==> config.mk <==
export PLATFORM = sky130hd
export DESIGN_NAME = pstc_seq_cfg
export DESIGN_NICKNAME = d
export VERILOG_FILES = /design/src/hw/pstc_pkg.sv /design/src/hw/pstc_seq_cfg.sv /design/src/hw/pstc_gap_timer.sv
export SDC_FILE = /design/constraint.sdc
export NUM_CORES = 1
export LEC_CHECK = 0
export BUFFER_PORTS_ARGS = -buffer_cell sky130_fd_sc_hd__buf_2
export CAP_MARGIN = 10
export CORE_MARGIN = 1.5
export CORE_UTILIZATION = 25
export DETAILED_ROUTE_END_ITERATION = 8
export GPL_TIMING_DRIVEN = 0
export SYNTH_ARGS = -nofsm -noshare
export SYNTH_HDL_FRONTEND = slang
export SYNTH_SLANG_ARGS = --single-unit
==> constraint.sdc <==
create_clock -name clk_in -period 3.1 [get_ports clk_in]
set_input_delay 0.31 -clock clk_in [delete_from_list [all_inputs] [get_ports clk_in]]
set_output_delay 0.31 -clock clk_in [all_outputs]
set_load 0.01 [all_outputs]
==> src/hw/pstc_pkg.sv <==
package pstc_pkg;

    // Register offsets on the serial register port
    localparam logic [7:0] GAP_LOW_OFF   = 8'h20;
    localparam logic [7:0] GAP_HIGH_OFF  = 8'h21;
    localparam logic [7:0] SLOT_OFF      = 8'h22;
    localparam logic [7:0] UNLOCK_OFF    = 8'h10;
    localparam logic [7:0] UNLOCK_KEY    = 8'h7D;

    // Reset values
    localparam logic [7:0] GAP_LOW_RST   = 8'h00;
    localparam logic [7:0] GAP_HIGH_RST  = 8'h00;
    localparam logic [7:0] SLOT_RST      = 8'h98;

    // Field positions
    localparam int FACTOR_BIT   = 7;
    localparam int GAP9_BIT     = 0;
    localparam int SLOT_MSB     = 7;
    localparam int SLOT_LSB     = 4;

    // Slot codes that name a strobe
    localparam logic [3:0] SLOT_FIRST   = 4'h3;
    localparam logic [3:0] SLOT_LAST    = 4'hA;
    localparam logic [3:0] STROBE_FIRST = 4'h1;
    localparam logic [3:0] STROBE_LAST  = 4'hA;
    localparam int         STROBES      = 10;

    // Timing
    localparam int CLK_MHZ        = 200;
    localparam int GAP_SHORT_US   = 2000;
    localparam int GAP_LONG_US    = 5000;
    localparam int DOWN_FACTOR    = 10;
    localparam int GAP_SHORT_CYC  = GAP_SHORT_US * CLK_MHZ;
    localparam int GAP_LONG_CYC   = GAP_LONG_US * CLK_MHZ;

    // Serial port byte framing
    localparam logic [3:0] BYTE_BITS = 4'h8;

    typedef enum logic [6:0] {
        I_IDLE  = 7'h01,
        I_ADDR  = 7'h02,
        I_PTR   = 7'h04,
        I_WDATA = 7'h08,
        I_ACK_A = 7'h10,
        I_ACK_W = 7'h20,
        I_RACK  = 7'h40
    } pstc_i2c_st_t;

    typedef enum logic [5:0] {
        S_OFF    = 6'h01,
        S_STB_UP = 6'h02,
        S_GAP_UP = 6'h04,
        S_ON     = 6'h08,
        S_STB_DN = 6'h10,
        S_GAP_DN = 6'h20
    } pstc_seq_st_t;

    typedef struct packed {
        logic [7:0] gap_low;
        logic [7:0] gap_high;
        logic [7:0] slot;
    } pstc_regs_t;

endpackage : pstc_pkg

==> src/hw/pstc_seq_cfg.sv <==
// Contract
// - Gap after strobes 1..8 picked by low register bit n-1: 2 ms or 5 ms.
// - Gap between strobes 9 and 10 picked by high register bit 0.
// - Factor bit set: every gap is ten times longer while sequencing down.
// - Factor never affects power-up gaps.
// - Slot codes 3h..Ah enable buck rail two at strobes 3..10.
// - Slot codes 0h..2h and Bh..Fh leave buck rail two uncontrolled.
// - Slot register resets to 98h.
// - Gap registers reset to zero; high register bits 6..1 read zero.
`timescale 1ns/10ps
module pstc_seq_cfg
    import pstc_pkg::*;
#(
    parameter logic [6:0] DEV_ADDR  = 7'h5A, // Arbitrary bus address
    parameter int         SHORT_CYC = GAP_SHORT_CYC,
    parameter int         LONG_CYC  = GAP_LONG_CYC
) (
    // Clock, reset, enable
    input  wire logic       clk_in,
    input  wire logic       resetn_in,
    input  wire logic       ce_in,
    // Serial register port
    input  wire logic       scl_in,
    input  wire logic       sda_in,
    output logic            sda_out,
    output logic            sda_oe_out,
    // Sequence requests
    input  wire logic       pwr_up_req_in,
    input  wire logic       pwr_dn_req_in,
    // Sequencer outputs
    output logic [9:0]      strobe_out,
    output logic            buck_rail_two_en_out,
    output logic            buck_two_managed_out,
    output logic            seq_on_out
);

    if (SHORT_CYC < 1 || LONG_CYC < SHORT_CYC ||
        longint'(LONG_CYC) * DOWN_FACTOR > 64'h00000000FFFFFFFF)
    begin : g_chk
        $error("pstc_seq_cfg: gap lengths out of range");
    end

    // Pin synchronisers; stage 0 feeds stage 1 only
    logic [2:0] scl_s_r;
    logic [2:0] sda_s_r;
    always_ff @(posedge clk_in or negedge resetn_in) begin
        if (!resetn_in) begin
            scl_s_r <= 3'h7;
            sda_s_r <= 3'h7;
        end else if (ce_in) begin
            scl_s_r <= {scl_s_r[1:0], scl_in};
            sda_s_r <= {sda_s_r[1:0], sda_in};
        end
    end

    logic scl_rise, scl_fall, bus_start, bus_stop, sda_bit;
    assign sda_bit   = sda_s_r[1];
    assign scl_rise  = scl_s_r[1] & ~scl_s_r[2];
    assign scl_fall  = ~scl_s_r[1] & scl_s_r[2];
    assign bus_start = scl_s_r[1] & scl_s_r[2] & sda_s_r[2] & ~sda_s_r[1];
    assign bus_stop  = scl_s_r[1] & scl_s_r[2] & ~sda_s_r[2] & sda_s_r[1];

    // Serial slave and register file
    pstc_i2c_st_t ist_r, ist_nxt;
    logic [3:0]   bits_r, bits_nxt;
    logic [7:0]   sh_r, sh_nxt;
    logic [7:0]   ptr_r, ptr_nxt;
    logic         rw_r, rw_nxt;
    logic         drv_r, drv_nxt;
    logic         unlock_r, unlock_nxt;
    pstc_regs_t   regs_r, regs_nxt;
    logic [7:0]   rd_data;
    logic         wr_stb;

    always_comb begin
        case (ptr_r)
            GAP_LOW_OFF:  rd_data = regs_r.gap_low;
            GAP_HIGH_OFF: rd_data = regs_r.gap_high;
            SLOT_OFF:     rd_data = regs_r.slot;
            UNLOCK_OFF:   rd_data = {7'h00, unlock_r};
            default:      rd_data = 8'h00;
        endcase
    end

    always_comb begin
        ist_nxt    = ist_r;
        bits_nxt   = bits_r;
        sh_nxt     = sh_r;
        ptr_nxt    = ptr_r;
        rw_nxt     = rw_r;
        drv_nxt    = drv_r;
        unlock_nxt = unlock_r;
        regs_nxt   = regs_r;
        wr_stb     = 1'b0;
        if (bus_start) begin
            ist_nxt  = I_ADDR;
            bits_nxt = 4'h0;
            drv_nxt  = 1'b0;
        end else if (bus_stop) begin
            ist_nxt = I_IDLE;
            drv_nxt = 1'b0;
        end else begin
            case (ist_r)
                I_IDLE: ;
                I_ADDR, I_PTR, I_WDATA: begin
                    if (scl_rise) begin
                        sh_nxt   = {sh_r[6:0], sda_bit};
                        bits_nxt = bits_r + 4'h1;
                    end else if (scl_fall && bits_r == BYTE_BITS) begin
                        bits_nxt = 4'h0;
                        drv_nxt  = 1'b1;
                        ist_nxt  = I_ACK_W;
                        if (ist_r == I_ADDR) begin
                            rw_nxt  = sh_r[0];
                            ist_nxt = I_ACK_A;
                            if (sh_r[7:1] != DEV_ADDR) begin
                                drv_nxt = 1'b0;
                                ist_nxt = I_IDLE;
                            end
                        end else if (ist_r == I_PTR) begin
                            ptr_nxt = sh_r;
                        end else begin
                            wr_stb     = 1'b1;
                            ptr_nxt    = ptr_r + 8'h01;
                            unlock_nxt = 1'b0;
                            case (ptr_r)
                                UNLOCK_OFF:
                                    unlock_nxt = (sh_r == UNLOCK_KEY);
                                GAP_LOW_OFF:
                                    if (unlock_r) regs_nxt.gap_low = sh_r;
                                GAP_HIGH_OFF:
                                    if (unlock_r) regs_nxt.gap_high =
                                        {sh_r[FACTOR_BIT], 6'h00, sh_r[GAP9_BIT]};
                                SLOT_OFF:
                                    if (unlock_r) regs_nxt.slot = sh_r;
                                default: ;
                            endcase
                        end
                    end
                end
                I_ACK_A: begin
                    if (scl_fall) begin
                        if (rw_r) begin
                            sh_nxt   = rd_data;
                            drv_nxt  = ~rd_data[7];
                            bits_nxt = 4'h1;
                            ist_nxt  = I_RACK;
                        end else begin
                            drv_nxt = 1'b0;
                            ist_nxt = I_PTR;
                        end
                    end
                end
                I_ACK_W: begin
                    if (scl_fall) begin
                        drv_nxt = 1'b0;
                        ist_nxt = I_WDATA;
                    end
                end
                I_RACK: begin
                    // Shifts out a read byte, then samples the master's ack
                    if (scl_fall && bits_r != 4'h0) begin
                        if (bits_r == BYTE_BITS) begin
                            drv_nxt  = 1'b0;
                            bits_nxt = 4'h0;
                            ptr_nxt  = ptr_r + 8'h01;
                        end else begin
                            drv_nxt  = ~sh_r[6];
                            sh_nxt   = {sh_r[6:0], 1'b0};
                            bits_nxt = bits_r + 4'h1;
                        end
                    end else if (scl_rise && bits_r == 4'h0) begin
                        ist_nxt = sda_bit ? I_IDLE : I_ACK_A;
                    end
                end
                default: ist_nxt = I_IDLE;
            endcase
        end
    end

    always_ff @(posedge clk_in or negedge resetn_in) begin
        if (!resetn_in) begin
            ist_r      <= I_IDLE;
            bits_r     <= 4'h0;
            sh_r       <= 8'h00;
            ptr_r      <= 8'h00;
            rw_r       <= 1'b0;
            drv_r      <= 1'b0;
            unlock_r   <= 1'b0;
            regs_r     <= '{GAP_LOW_RST, GAP_HIGH_RST, SLOT_RST};
            sda_out    <= 1'b0;
            sda_oe_out <= 1'b0;
        end else if (ce_in) begin
            ist_r      <= ist_nxt;
            bits_r     <= bits_nxt;
            sh_r       <= sh_nxt;
            ptr_r      <= ptr_nxt;
            rw_r       <= rw_nxt;
            drv_r      <= drv_nxt;
            unlock_r   <= unlock_nxt;
            regs_r     <= regs_nxt;
            sda_out    <= 1'b0;
            sda_oe_out <= drv_nxt;
        end
    end

    // Sequencer
    pstc_seq_st_t sst_r, sst_nxt;
    logic [3:0]   idx_r, idx_nxt;
    logic [9:0]   strobe_nxt;
    logic         en_nxt, on_nxt, tmr_start, tmr_done;
    logic [31:0]  gap_base, gap_load;
    logic [8:0]   gap_bits;
    logic [3:0]   slot;
    logic         slot_ok, factor, gap_sel;

    assign gap_bits = {regs_r.gap_high[GAP9_BIT], regs_r.gap_low};
    assign slot     = regs_r.slot[SLOT_MSB:SLOT_LSB];
    assign slot_ok  = slot >= SLOT_FIRST && slot <= SLOT_LAST;
    assign factor   = regs_r.gap_high[FACTOR_BIT];

    always_comb begin
        // Gap k sits between strobes k and k+1; down counts from the top
        if (sst_r == S_STB_DN)
            gap_sel = gap_bits[idx_r - 4'h2];
        else
            gap_sel = gap_bits[idx_r - 4'h1];
        gap_base = gap_sel ? 32'(LONG_CYC) : 32'(SHORT_CYC);
        if (sst_r == S_STB_DN && factor)
            gap_load = 32'(gap_base * 32'(DOWN_FACTOR));
        else
            gap_load = gap_base;
    end

    always_comb begin
        sst_nxt    = sst_r;
        idx_nxt    = idx_r;
        strobe_nxt = 10'h000;
        en_nxt     = buck_rail_two_en_out & slot_ok;
        on_nxt     = seq_on_out;
        tmr_start  = 1'b0;
        case (sst_r)
            S_OFF: if (pwr_up_req_in) begin
                idx_nxt = STROBE_FIRST;
                sst_nxt = S_STB_UP;
            end
            S_STB_UP: begin
                strobe_nxt = 10'h001 << (idx_r - 4'h1);
                if (slot_ok && slot == idx_r)
                    en_nxt = 1'b1;
                if (idx_r == STROBE_LAST) begin
                    on_nxt  = 1'b1;
                    sst_nxt = S_ON;
                end else begin
                    tmr_start = 1'b1;
                    sst_nxt   = S_GAP_UP;
                end
            end
            S_GAP_UP: if (tmr_done) begin
                idx_nxt = idx_r + 4'h1;
                sst_nxt = S_STB_UP;
            end
            S_ON: if (pwr_dn_req_in) begin
                idx_nxt = STROBE_LAST;
                on_nxt  = 1'b0;
                sst_nxt = S_STB_DN;
            end
            S_STB_DN: begin
                strobe_nxt = 10'h001 << (idx_r - 4'h1);
                if (slot_ok && slot == idx_r)
                    en_nxt = 1'b0;
                if (idx_r == STROBE_FIRST) begin
                    sst_nxt = S_OFF;
                end else begin
                    tmr_start = 1'b1;
                    sst_nxt   = S_GAP_DN;
                end
            end
            S_GAP_DN: if (tmr_done) begin
                idx_nxt = idx_r - 4'h1;
                sst_nxt = S_STB_DN;
            end
            default: sst_nxt = S_OFF;
        endcase
    end

    always_ff @(posedge clk_in or negedge resetn_in) begin
        if (!resetn_in) begin
            sst_r                <= S_OFF;
            idx_r                <= STROBE_FIRST;
            strobe_out           <= 10'h000;
            buck_rail_two_en_out <= 1'b0;
            buck_two_managed_out <= 1'b0;
            seq_on_out           <= 1'b0;
        end else if (ce_in) begin
            sst_r                <= sst_nxt;
            idx_r                <= idx_nxt;
            strobe_out           <= strobe_nxt;
            buck_rail_two_en_out <= en_nxt;
            buck_two_managed_out <= slot_ok;
            seq_on_out           <= on_nxt;
        end
    end

    pstc_gap_timer #(
        .CNT_W     (32)
    ) u_timer (
        .clk_in    (clk_in),
        .resetn_in (resetn_in),
        .ce_in     (ce_in),
        .start_in  (tmr_start),
        .load_in   (gap_load),
        .done_out  (tmr_done)
    );

    // Checks
    logic wrote_r;
    always_ff @(posedge clk_in or negedge resetn_in) begin
        if (!resetn_in)
            wrote_r <= 1'b0;
        else if (ce_in && wr_stb)
            wrote_r <= 1'b1;
    end
endmodule : pstc_seq_cfg

==> src/hw/pstc_gap_timer.sv <==
`timescale 1ns/10ps
module pstc_gap_timer #(
    parameter int CNT_W = 32
) (
    // Clock and reset
    input  wire logic             clk_in,
    input  wire logic             resetn_in,
    input  wire logic             ce_in,
    // Control
    input  wire logic             start_in,
    input  wire logic [CNT_W-1:0] load_in,
    output logic                  done_out
);

    logic [CNT_W-1:0] cnt_r;
    logic [CNT_W-1:0] cnt_nxt;
    logic             busy_r;
    logic             busy_nxt;
    logic             done_nxt;

    if (CNT_W < 2) begin : g_chk
        $error("pstc_gap_timer: CNT_W too small");
    end

    always_comb begin
        cnt_nxt  = cnt_r;
        busy_nxt = busy_r;
        done_nxt = 1'b0;
        if (start_in) begin
            cnt_nxt  = load_in - CNT_W'(1);
            busy_nxt = 1'b1;
        end else if (busy_r) begin
            if (cnt_r == '0) begin
                busy_nxt = 1'b0;
                done_nxt = 1'b1;
            end else begin
                cnt_nxt = cnt_r - CNT_W'(1);
            end
        end
    end

    always_ff @(posedge clk_in or negedge resetn_in) begin
        if (!resetn_in) begin
            cnt_r    <= '0;
            busy_r   <= 1'b0;
            done_out <= 1'b0;
        end else if (ce_in) begin
            cnt_r    <= cnt_nxt;
            busy_r   <= busy_nxt;
            done_out <= done_nxt;
        end
    end

endmodule : pstc_gap_timer

==> metrics.md, run 1 <==
| Metric | Value |
|---|---|
| Hold Path Class | input port to flop |
| Clock Power Share | 21.6% |
| Worst Tran Pin Value | slightly below 900 ps |
| Data required time of the worst path | around 3300 ps |
| Placed cell area | roughly 0.0074 mm² |
| Final min period | roughly 2900 ps |
| Die ar. | between 0.02 and 0.03 mm² |
| Fillers | 2856 |
| Chip width | 169 µm |
| Clock root buffer | clkbuf_16 |
| CTS tree | built |
| #FFs+latches synth | ~110 |
| I/O Buffers | 20 |
| Main combinational cell family by area after synthesis | simple AND/OR/NAND/NOR gates |
| Final-report hold violation count | 0 |
| Tcrit/Tclk final | 94.0% |
| Residual DRC | 0 |
| Syn Inst Count | just over 700 |
| Clock-pin slew on the worst setup and hold paths | 70 ps |
| Fraction of the mapped netlist area in compound gates | ~15% |
| Yosys top cell area share | a little over a third |
| Largest net degree at the start of global routing | a little under 80 |
| Number of global-route vias before repair | roughly 5500 |
| Final WL | between 15000 and 20000 µm |
| Cell variety after synth | roughly 80 |
| Number of CTS-inserted buffers | 9 |
| Most Crowded Layer GR | met2 |
| Pre-antenna DRT Iters | 7 |
| Slew Limit Fails | 0 |
| Met2 Use GR | between 20 and 25% |
| Worst skew pair latency | ~360 ps |
| Yosys warns | 0 |
| Grt ovf | 0 |
| Area delta synth->final | 12.5% |
| Critical path class | flop to flop |
| Post-Synthesis Mean Instance Area | 9.59 µm² |
| Num rows | 60 |
| Clk buf depth | 2 |
| Initial antenna violation count | 0 |
| Post-Synth XOR/XNOR Area | around 3.7% |
| Synth async-reset ratio | 100% |
| EDFF count, synth | 0 |
| Pwr per Cell Area | around 670 mW/mm² |
| GPL Wtd Cong | slightly below 0.9 |
| Crit-path max FO | 14 |
| Final layout net count | roughly 780 |
| Maxcap violations | 0 |
| Via Count | 5615 |
| Power Internal | 3.09 mW |
| Post-synthesis adder-cell area fraction | around 4.7% |
| Layout cells sized above 1 | 18.3% |
| Peak Freq | between 300 and 400 MHz |
| Leakage | between 3 and 4 nW |
| I/O pins | 22 |
| Met3 Usage GRT | under 10% |
| Post-route ant nets | 0 |
| Post-DP HPWL | ~12000 µm |
| Setup slack after layout | between 150 and 200 ps |
| Placed insts | between 1000 and 1500 |
| Rel. slew slack | ~40% |
| Post-synthesis mux area share | under 10% |
| Vias/cell | just over 5 |
| Startpoint types | flop |
| H-tree levels | 3 |
| Post-Syn Area | 0.00689 mm² |
| Switching power | between 2 and 2.5 mW |
| Met1 usage | about 17% |
| Status | finished clean |
| First-pass GRT wire length | ~29000 µm |
| Gr usage total | 12.4% |
| Crit end category | flop |
| Top FF cell, synth | dfrtp_1 |
| Comb pwr share | between 30% and 40% |
| Drt wl/cell | 15.5 µm |
| Sequential element share of the synthesized area | between 40% and 50% |
| Peak supply drop | ~0.3 mV |
| Core footprint | ~0.027 mm² |
| Worst hold margin | around 180 ps |
| Top cells by area, synth | dfrtp_1 (36%), mux2_2 (7.2%), ha_1 (4.7%) |
| Initial Util | around a quarter |
| Design area | a little under 0.008 mm² |
| RSZ-0062 raised after global routing | no |
| Part of the power in registers | between 40% and 50% |
| Largest area contributor in the netlist | dfrtp_1 |
| Data arrival, critical path | 3130 ps |
| Post-Synth Simple-Gate Area | a little under a quarter |
| ANT cells | 0 |
| Final setup viols | 0 |
| Sw Share | 40.3% |
| Mapped Nets | about 750 |
| Placement Setup Slack | -389 ps |
| Chip height | 169 µm |
| Final Non-Filler Cells | roughly 1100 |
| Setup Skew | about 10 ps |
| CTS sink cnt | roughly 110 |
| Drt initial violations | about 390 |
-- through the flow --
stage	util [%]	setup TNS, ps	total power, mW
floorplan	-	0	3.51
global placement	27.4	-3880	4.03
detailed placement	27.6	-3580	4.06
CTS	28.6	0	5.20
global route	28.7	0	5.56
finish	28.7	0	5.18
-- flip-flops by register name, indices dropped and copies added (netlist names), 4 cells and up --
| name | count |
|---|---|
| ptr_r | 8 |
| bits_r | 4 |
| ist_r | 7 |
| sst_r | 6 |
| strobe_out | 10 |
| u_timer.cnt_r | 32 |
| sh_r | 8 |
| gap_bits | 9 |
| idx_r | 4 |
| regs_r | 8 |
-- power by group through the flow --
stage	registers, mW	logic, mW	clock network, mW
2_1_floorplan	1.99	1.52	0
3_3_place_gp	2.07	1.96	0
3_5_place_dp	2.07	1.99	0
4_1_cts	2.07	1.98	1.15
5_1_grt	2.14	2.20	1.22
6_report	2.08	1.98	1.12
-- layer usage --
metal  share of wire, %  wire, µm
met1                 48      8240
met5                  0         0
met2                 46      7820
met3                4.3       739
met4                1.2       210
-- synth_stat cells, drive strengths merged, types with 7 or more instances --
master	instances
nand4	13
inv	32
dfrtp	99
dfstp	12
o21ai	53
mux2	44
clkbuf	20
buf	14
or4	9
nor2	66
ha	26
or3	8
a21oi	24
xnor2	20
and2	7
nand2	45
and3	8
nand2b	9
a32o	7
xor2	9
nor3	27
nand3	26
nor2b	7
a31oi	9
nor4	16
a221oi	7
-- what timing repair did --
action | in CTS | in global routing
hold buffers | 1 | 0
setup buffers | 0 | 0
resized for setup | 2 | 2
endpoints found under the hold margin | 24 | 0
setup endpoints to repair | 23 | 9
-- final timing paths --
check / startpoint / slack [ps] / cells after the start / to
max reg2reg: idx_r[0]$_DFFE_PN1P_ / 190 / 8 / u_timer.cnt_r[16]$_DFFE_PN0P_
min reg2reg: buck_rail_two_en_out$_DFFE_PN0P_ / 510 / 1 / buck_rail_two_en_out$_DFFE_PN0P_
max: idx_r[0]$_DFFE_PN1P_ / 190 / 8 / u_timer.cnt_r[16]$_DFFE_PN0P_
min in group asynchronous: resetn_in / 410 / 2 / sst_r[1]$_DFFE_PN0P_
min: sda_in / 180 / 2 / sda_s_r[0]$_DFFE_PN1P_
max in group asynchronous: resetn_in / 1970 / 3 / ist_r[0]$_DFFE_PN1P_
-- worst max-delay path: stages, from the launching register on --
cell and delay, ps:
dfstp_4 710, inv_1 180, ha_1 440, mux4_2 530, nand3_1 140, a31oi_4 150, ha_1 360, a22oi_1 180
o21ai_0 100
-- area by class of cell --
cell class                      count  area, µm²  area share, %
Inverter                           32        120           1.55
Tap cell                          341        427           5.51
Sequential cell                   111       2800           36.1
Multi-Input combinational cell    541       3820           49.3
Clock inverter                      5       33.8          0.436
Timing Repair Buffer               22        144           1.86
Clock buffer                       11        243           3.13
Buffer                             32        160           2.07
-- cell families (layout without fill, tap and decap cells) --
logic type | after synthesis | count (layout)
muxes | 53 | 53
xor gates and xnor gates | 29 | 29
adders and majority gates | 26 | 26
other | 1 | 1
and+or+nand+nor | 275 | 275
DFF | 111 | 111
AOI/OAI and AO/OA | 157 | 157
buffers and inverters | 66 | 102
-- layout by cell type, fill, tap and decap left out, types with 19 or more instances in the layout --
master,synthesis,layout
buf_2,8,27
o21ai_0,52,52
clkbuf_1,20,19
mux2_2,44,44
ha_1,26,26
inv_1,32,32
nand2_1,44,44
nand3_1,26,26
dfrtp_1,99,98
nor2_1,62,62
xnor2_1,20,20
nor3_1,20,20
a21oi_1,23,23
(Power assumes the default switching activity.)
==> run 2, diff against run 1 <==
--- a/config.mk
+++ b/config.mk
@@ -8,7 +8,7 @@
 export BUFFER_PORTS_ARGS = -buffer_cell sky130_fd_sc_hd__buf_2
 export CAP_MARGIN = 10
 export CORE_MARGIN = 1.5
-export CORE_UTILIZATION = 25
+export CORE_UTILIZATION = 40
 export DETAILED_ROUTE_END_ITERATION = 8
 export GPL_TIMING_DRIVEN = 0
 export SYNTH_ARGS = -nofsm -noshare
==> run 2 against run 1 <==
Net effect:
- the run now ends with negative hold slack left
- clock skew fell by 2.5 ps
- total power up 4.0%
- die area decreased by 37%
- count of clock-buffer cells in the layout decreased by 2
- sequential share of layout area is 0.50 points higher
- fmax is 1.7% lower
- via count grew 1.5%
- worst hold slack got worse by 190 ps
- largest cell class unchanged
==> metrics.md, run 2 (same netlist as run 1, synthesis figures left out) <==
| Metric | Value |
|---|---|
| Final WL | about 17000 µm |
| Peak supply drop | about 0.34 mV |
| RSZ-0062 raised after global routing | no |
| Maxcap violations | 0 |
| First-pass GRT wire length | between 20000 and 30000 µm |
| Hold-fix buffers at CTS | 0 |
| Grt ovf | 0 |
| Critical path's slowest cell | dfstp_2 |
| Total Power | roughly 5.4 mW |
| Peak Freq | approximately 340 MHz |
| Drt initial violations | 332 |
| Leakage | around 3.2 nW |
| Pre-antenna DRT Iters | 6 |
| Design area | 0.00763 mm² |
| Largest net degree at the start of global routing | between 50 and 60 |
| Data required time of the worst path | approximately 3300 ps |
| Clock root buffer | clkbuf_16 |
| Commonest non-fill, non-tap cell in the layout | dfrtp_1 |
| Critical path's largest stage delay | roughly 700 ps |
| Chip height | 134 µm |
| Final min period | 2960 ps |
| GPL Wtd Cong | about 0.88 |
| Clock-pin slew on the worst setup and hold paths | about 80 ps |
| Core footprint | 0.0167 mm² |
| Final-report hold violation count | 1 |
| Area delta synth->final | 10.8% |
| Clk buf depth | 2 |
| Worst Tran Pin Value | a little under 1000 ps |
| Residual DRC | 0 |
| Num rows | 47 |
| Hold Path Class | input port to async pin |
| ANT cells | 0 |
| Setup Skew | between 7 and 8 ps |
| Die ar. | between 0.015 and 0.02 mm² |
| Status | complete, but fails checks |
| Tcrit/Tclk final | between 90% and 100% |
| Final Non-Filler Cells | 973 |
| Critical path class | flop to flop |
| Gr usage total | just over 20% |
| Setup TNS | 0 ps |
| Vias/cell | ~5.9 |
| Slew Limit Fails | 0 |
| CTS sink cnt | 111 |
| Commonest cells after routing, fill and taps aside | dfrtp_1 (98), nor2_1 (62), o21ai_0 (52), nand2_1 (44), mux2_2 (44) |
| Chip width | 134 µm |
| Post-route ant nets | 0 |
| Data arrival, critical path | 3200 ps |
| Pwr per Cell Area | just over 700 mW/mm² |
| Number of CTS-inserted buffers | 9 |
| Fillers | 1611 |
| Register with the most flip-flops | u_timer.cnt_r |
| Number of global-route vias before repair | between 5000 and 6000 |
| Placed cell area | between 0.007 and 0.008 mm² |
| I/O Buffers | 20 |
| Rel. slew slack | about a third |
| Largest register FFs | 32 |
| Drt wl/cell | around 18 µm |
| Startpoint types | flop |
| Worst skew pair latency | ~360 ps |
| Post-DP HPWL | ~13000 µm |
| Layout cells sized above 1 | ~19% |
| Final setup viols | 0 |
| Final layout net count | around 780 |
| Placed insts | 959 |
| Crit end category | flop |
| Initial antenna violation count | 0 |
| Via Count | 5698 |
| Failing checks | negative hold slack |
| CTS tree | built |
| Initial Util | 41.2% |
| I/O pins | 22 |
| Crit-path max FO | 14 |
| Critical-path cell list | inv_1, ha_2, mux4_2, nand3_1, a31oi_4, ha_1, o2bb2ai_1, a32o_1 |
| H-tree levels | 3 |
| Worst hold margin | -1.80 ps |
[run 2: through the flow]
stage          setup slack [ps]  utilization (%)
2_1_floorplan               239                -
3_3_place_gp               -436             43.5
3_5_place_dp               -408             43.7
4_1_cts                    22.0             45.6
5_1_grt                    5.39             45.7
6_report                    136             45.7
[run 2: critical path: cells and delay by family, from the launching register on]
family	cells	cell delay, ps
AO/OA/AOI/OAI	3	460
adder cells (fa/ha/maj)	2	810
buffers and inverters	1	210
flip-flops	1	700
multiplexers	1	510
AND/OR/NAND/NOR	1	150
[run 2: power breakdown]
part,leakage (nW),total [mW],switching [mW],internal (mW)
clock,0.162,1.29,0.571,0.721
combinational,1.58,2.01,1.22,0.788
sequential,1.45,2.09,0.357,1.73
[run 2: final timing paths]
path	startpoint	end	slack, ps	cells past startpoint
max in group asynchronous	resetn_in	regs_r[7]$_DFFE_PN1P_	2320	2
max	idx_r[0]$_DFFE_PN1P_	u_timer.cnt_r[12]$_DFFE_PN0P_	140	8
max reg2reg	idx_r[0]$_DFFE_PN1P_	u_timer.cnt_r[12]$_DFFE_PN0P_	140	8
min reg2reg	drv_r$_DFFE_PN0P_	drv_r$_DFFE_PN0P_	510	1
min in group clk_in	sda_in	sda_s_r[0]$_DFFE_PN1P_	200	2
min	resetn_in	idx_r[1]$_DFFE_PN0P_	-2	1
[run 2: metal layers]
metal | wire, µm | part of all wire (%) | vias up | GRT usage [%]
met3 | 558 | 3.2 | 29 | 3.17
met1 | 8150 | 47 | 2831 | 27.2
met2 | 8170 | 47 | 120 | 33.0
met5 | 0 | 0 | - | 0
li1 | - | - | 2718 | -
met4 | 475 | 2.7 | 0 | 7.77
[run 2: final cells by class]
type,instances,area [µm²],share of cell area [%]
flip-flops and latches,111,2790,36.6
repair buffers,21,130,1.71
well taps,220,275,3.61
inverters,32,120,1.57
plain buffers,32,160,2.10
clock buffers,9,225,2.95
multi-input cells,541,3820,50.1
clock inverters,7,103,1.34
[run 2: what timing repair did]
item / CTS / global route
setup buffers: 0 / 0
resized for setup: 2 / 2
endpoints found under the setup margin: 14 / 11
==> run 3, diff against run 2 <==
--- a/config.mk
+++ b/config.mk
@@ -5,6 +5,7 @@
 export SDC_FILE = /design/constraint.sdc
 export NUM_CORES = 1
 export LEC_CHECK = 0
+export ABC_AREA = 1
 export BUFFER_PORTS_ARGS = -buffer_cell sky130_fd_sc_hd__buf_2
 export CAP_MARGIN = 10
 export CORE_MARGIN = 1.5
==> run 3 against run 2 <==
Net effect:
- flip-flop and latch count unchanged
- highest routed layer unchanged
- worst hold slack better by 140 ps
- sequential power down 3%
- die area increased by 12%
- setup slack improved by 110 ps
- fmax rose by 3.8%
- the flow now finishes without violations
- synthesized cell count grew 52%
- clock power down 5%
- total power is 13% higher
- utilization barely moved
==> metrics.md, run 3 <==
| Metric | Value |
|---|---|
| ANT cells | 0 |
| Vias/cell | roughly 5.1 |
| Initial Util | between 40% and 50% |
| Setup Skew | about 12 ps |
| Drt initial violations | 557 |
| Tcrit/Tclk final | 92.1% |
| Worst Tran Pin Value | 517 ps |
| Pre-antenna DRT Iters | 5 |
| Final WL | between 20000 and 25000 µm |
| Largest register FFs | 32 |
| CTS tree | built |
| Core footprint | around 0.019 mm² |
| Chip width | ~140 µm |
| Slew Limit Fails | 0 |
| Crit end category | flop |
| Final-report hold violation count | 0 |
| Area delta synth->final | 11.3% |
| Cell variety after synth | 50 |
| Gr usage total | a little over a fifth |
| Worst skew pair latency | 370 ps |
| Sequential element share of the synthesized area | between 30% and 40% |
| I/O Buffers | 19 |
| Fillers | between 1500 and 2000 |
| Critical path class | flop to flop |
| Number of CTS-inserted buffers | 9 |
| Largest net degree at the start of global routing | 60 |
| Synth async-reset ratio | between 90% and 100% |
| Top cells by area, synth | dfrtp_1 (32%), nand2_1 (15%), nand3_1 (6.9%) |
| Top FF cell, synth | dfrtp_1 |
| First-pass GRT wire length | between 30000 and 40000 µm |
| Number of global-route vias before repair | 6941 |
| Maxcap violations | 0 |
| Hold Path Class | input port to flop |
| Yosys top cell area share | about a third |
| Status | finished clean |
| Chip height | between 100 and 150 µm |
| Largest area contributor in the netlist | dfrtp_1 |
| Rel. slew slack | between 60% and 70% |
| Top post-synthesis cells by count | nand2_1 (309), nor2_1 (131), nand3_1 (107), inv_1 (106), dfrtp_1 (99) |
| Peak Freq | around 350 MHz |
| Placement Setup Slack | -351 ps |
| Die ar. | ~0.020 mm² |
| Num rows | 50 |
| Clock-pin slew on the worst setup and hold paths | about 80 ps |
| I/O pins | 22 |
| Grt ovf | 0 |
| Register with the most flip-flops | u_timer.cnt_r |
| GPL Wtd Cong | approximately 0.97 |
| Final min period | between 2000 and 3000 ps |
| Syn Inst Count | 1090 |
| Mapped Nets | between 1000 and 1500 |
| #FFs+latches synth | about 110 |
| Residual DRC | 0 |
| Clock root buffer | clkbuf_16 |
| Crit-path max FO | 8 |
| Initial antenna violation count | 0 |
| Commonest non-fill, non-tap cell in the layout | nand2_1 |
| Drt wl/cell | between 10 and 15 µm |
| Final setup viols | 0 |
| Layout cells sized above 1 | ~15% |
| Pwr per Cell Area | 708 mW/mm² |
| Setup slack after layout | 245 ps |
| Startpoint types | flop |
| Most frequent cell after synthesis | nand2_1 |
| Leakage | approximately 4.2 nW |
| Post-Syn Area | roughly 0.0077 mm² |
| Yosys warns | 0 |
| Post-Synthesis Mean Instance Area | between 7 and 8 µm² |
| Final layout net count | ~1200 |
| Total Power | just over 6 mW |
| Clk buf depth | 2 |
| Commonest cells after routing, fill and taps aside | nand2_1 (309), nor2_1 (131), nand3_1 (107), inv_1 (104), dfrtp_1 (98) |
| Peak supply drop | about 0.32 mV |
| Setup TNS | 0 ps |
| Post-route ant nets | 0 |
| Data required time of the worst path | 3390 ps |
| RSZ-0062 raised after global routing | no |
| Via Count | 7099 |
| EDFF count, synth | 0 |
| Post-DP HPWL | between 15000 and 20000 µm |
| CTS sink cnt | 111 |
| H-tree levels | 3 |
| Data arrival, critical path | around 3200 ps |
==> run 3: cell count changes after synthesis, moves of 15 or more <==
| cell | before | now |
|---|---|---|
| inv_1 | 32 | 106 |
| nand2_1 | 44 | 309 |
| xor2_1 | 9 | 26 |
| nor2_1 | 62 | 131 |
| mux2_2 | 44 | 0 |
| o21ai_1 | 1 | 37 |
| nand3_1 | 26 | 107 |
| o21ai_2 | 0 | 17 |
| clkbuf_1 | 20 | 5 |
==> run 3: worst paths after layout <==
| check | endpoint | startpoint | slack, ps | cells past startpoint |
|---|---|---|---|---|
| max in group asynchronous | regs_r[3]$_DFFE_PN1P_ | resetn_in | 1920 | 3 |
| worst max-delay path | u_timer.cnt_r[12]$_DFFE_PN0P_ | idx_r[0]$_DFFE_PN1P_ | 250 | 15 |
| min in group asynchronous | strobe_out[6]$_DFFE_PN0P_ | resetn_in | 460 | 2 |
| worst max register to register | u_timer.cnt_r[12]$_DFFE_PN0P_ | idx_r[0]$_DFFE_PN1P_ | 250 | 15 |
| worst min-delay path | scl_s_r[0]$_DFFE_PN1P_ | scl_in | 140 | 3 |
| worst min register to register | scl_s_r[0]$_DFFE_PN1P_ | scl_s_r[0]$_DFFE_PN1P_ | 470 | 2 |
==> run 3: area by class of cell <==
type	instances	area, µm²	share of cell area (%)
Clock buffer	9	225	2.62
Buffer	27	199	2.31
Sequential cell	111	2790	32.5
Tap cell	260	325	3.78
Timing Repair Buffer	32	221	2.57
Inverter	116	443	5.15
Multi-Input combinational cell	835	4320	50.3
Clock inverter	7	72.6	0.843
==> run 3: critical path, stage by stage, from the launching register on <==
cell and delay, ps:
dfstp_2 600, clkinvlp_4 180, ha_1 360, inv_1 160
nand3_1 100, nand3_1 80, nand2_1 50, nand2_1 60
nand3_1 110, nand2_1 190, inv_1 120, ha_1 350
or2_1 260, nand2_1 70, nand2_1 50, o21ai_1 60
==> run 3: timing repair <==
action	in CTS	in global routing
resized for setup	3	3
endpoints found under the hold margin	45	0
hold buffers	1	0
setup endpoints to repair	8	5
buffers inserted	0	11
==> run 3: power breakdown <==
group / internal [mW] / switching, mW
clock network: 0.630 / 0.600
registers: 1.74 / 0.281
logic: 0.989 / 1.85
total: 3.36 / 2.73
==> run 3: cells by family after synthesis <==
kind of cell             share of synthesized area (%)
AND/OR/NAND/NOR                                   36.3
AO/OA/AOI/OAI                                     11.4
flip-flops                                        36.1
adder cells (fa/ha/maj)                           4.21
other                                           0.0485
buffers and inverters                             8.26
XOR/XNOR                                          3.63
==> run 3: metrics by stage <==
step,hold slack (ps),utilization [%],area (µm²),std cells
final,142,45.7,8600,1397
after CTS,136,45.2,8500,1386
after floorplan,14.4,-,7730,1090
after detailed placement,308,43.5,8180,1370
after global routing,151,45.7,8600,1397
after global placement,451,43.3,8150,1369
==> run 3: per-layer routing <==
metal	track usage, %	wire (µm)
met1	29.5	10000
met2	36.6	9780
met3	3.03	633
met4	5.97	313
met5	0	0
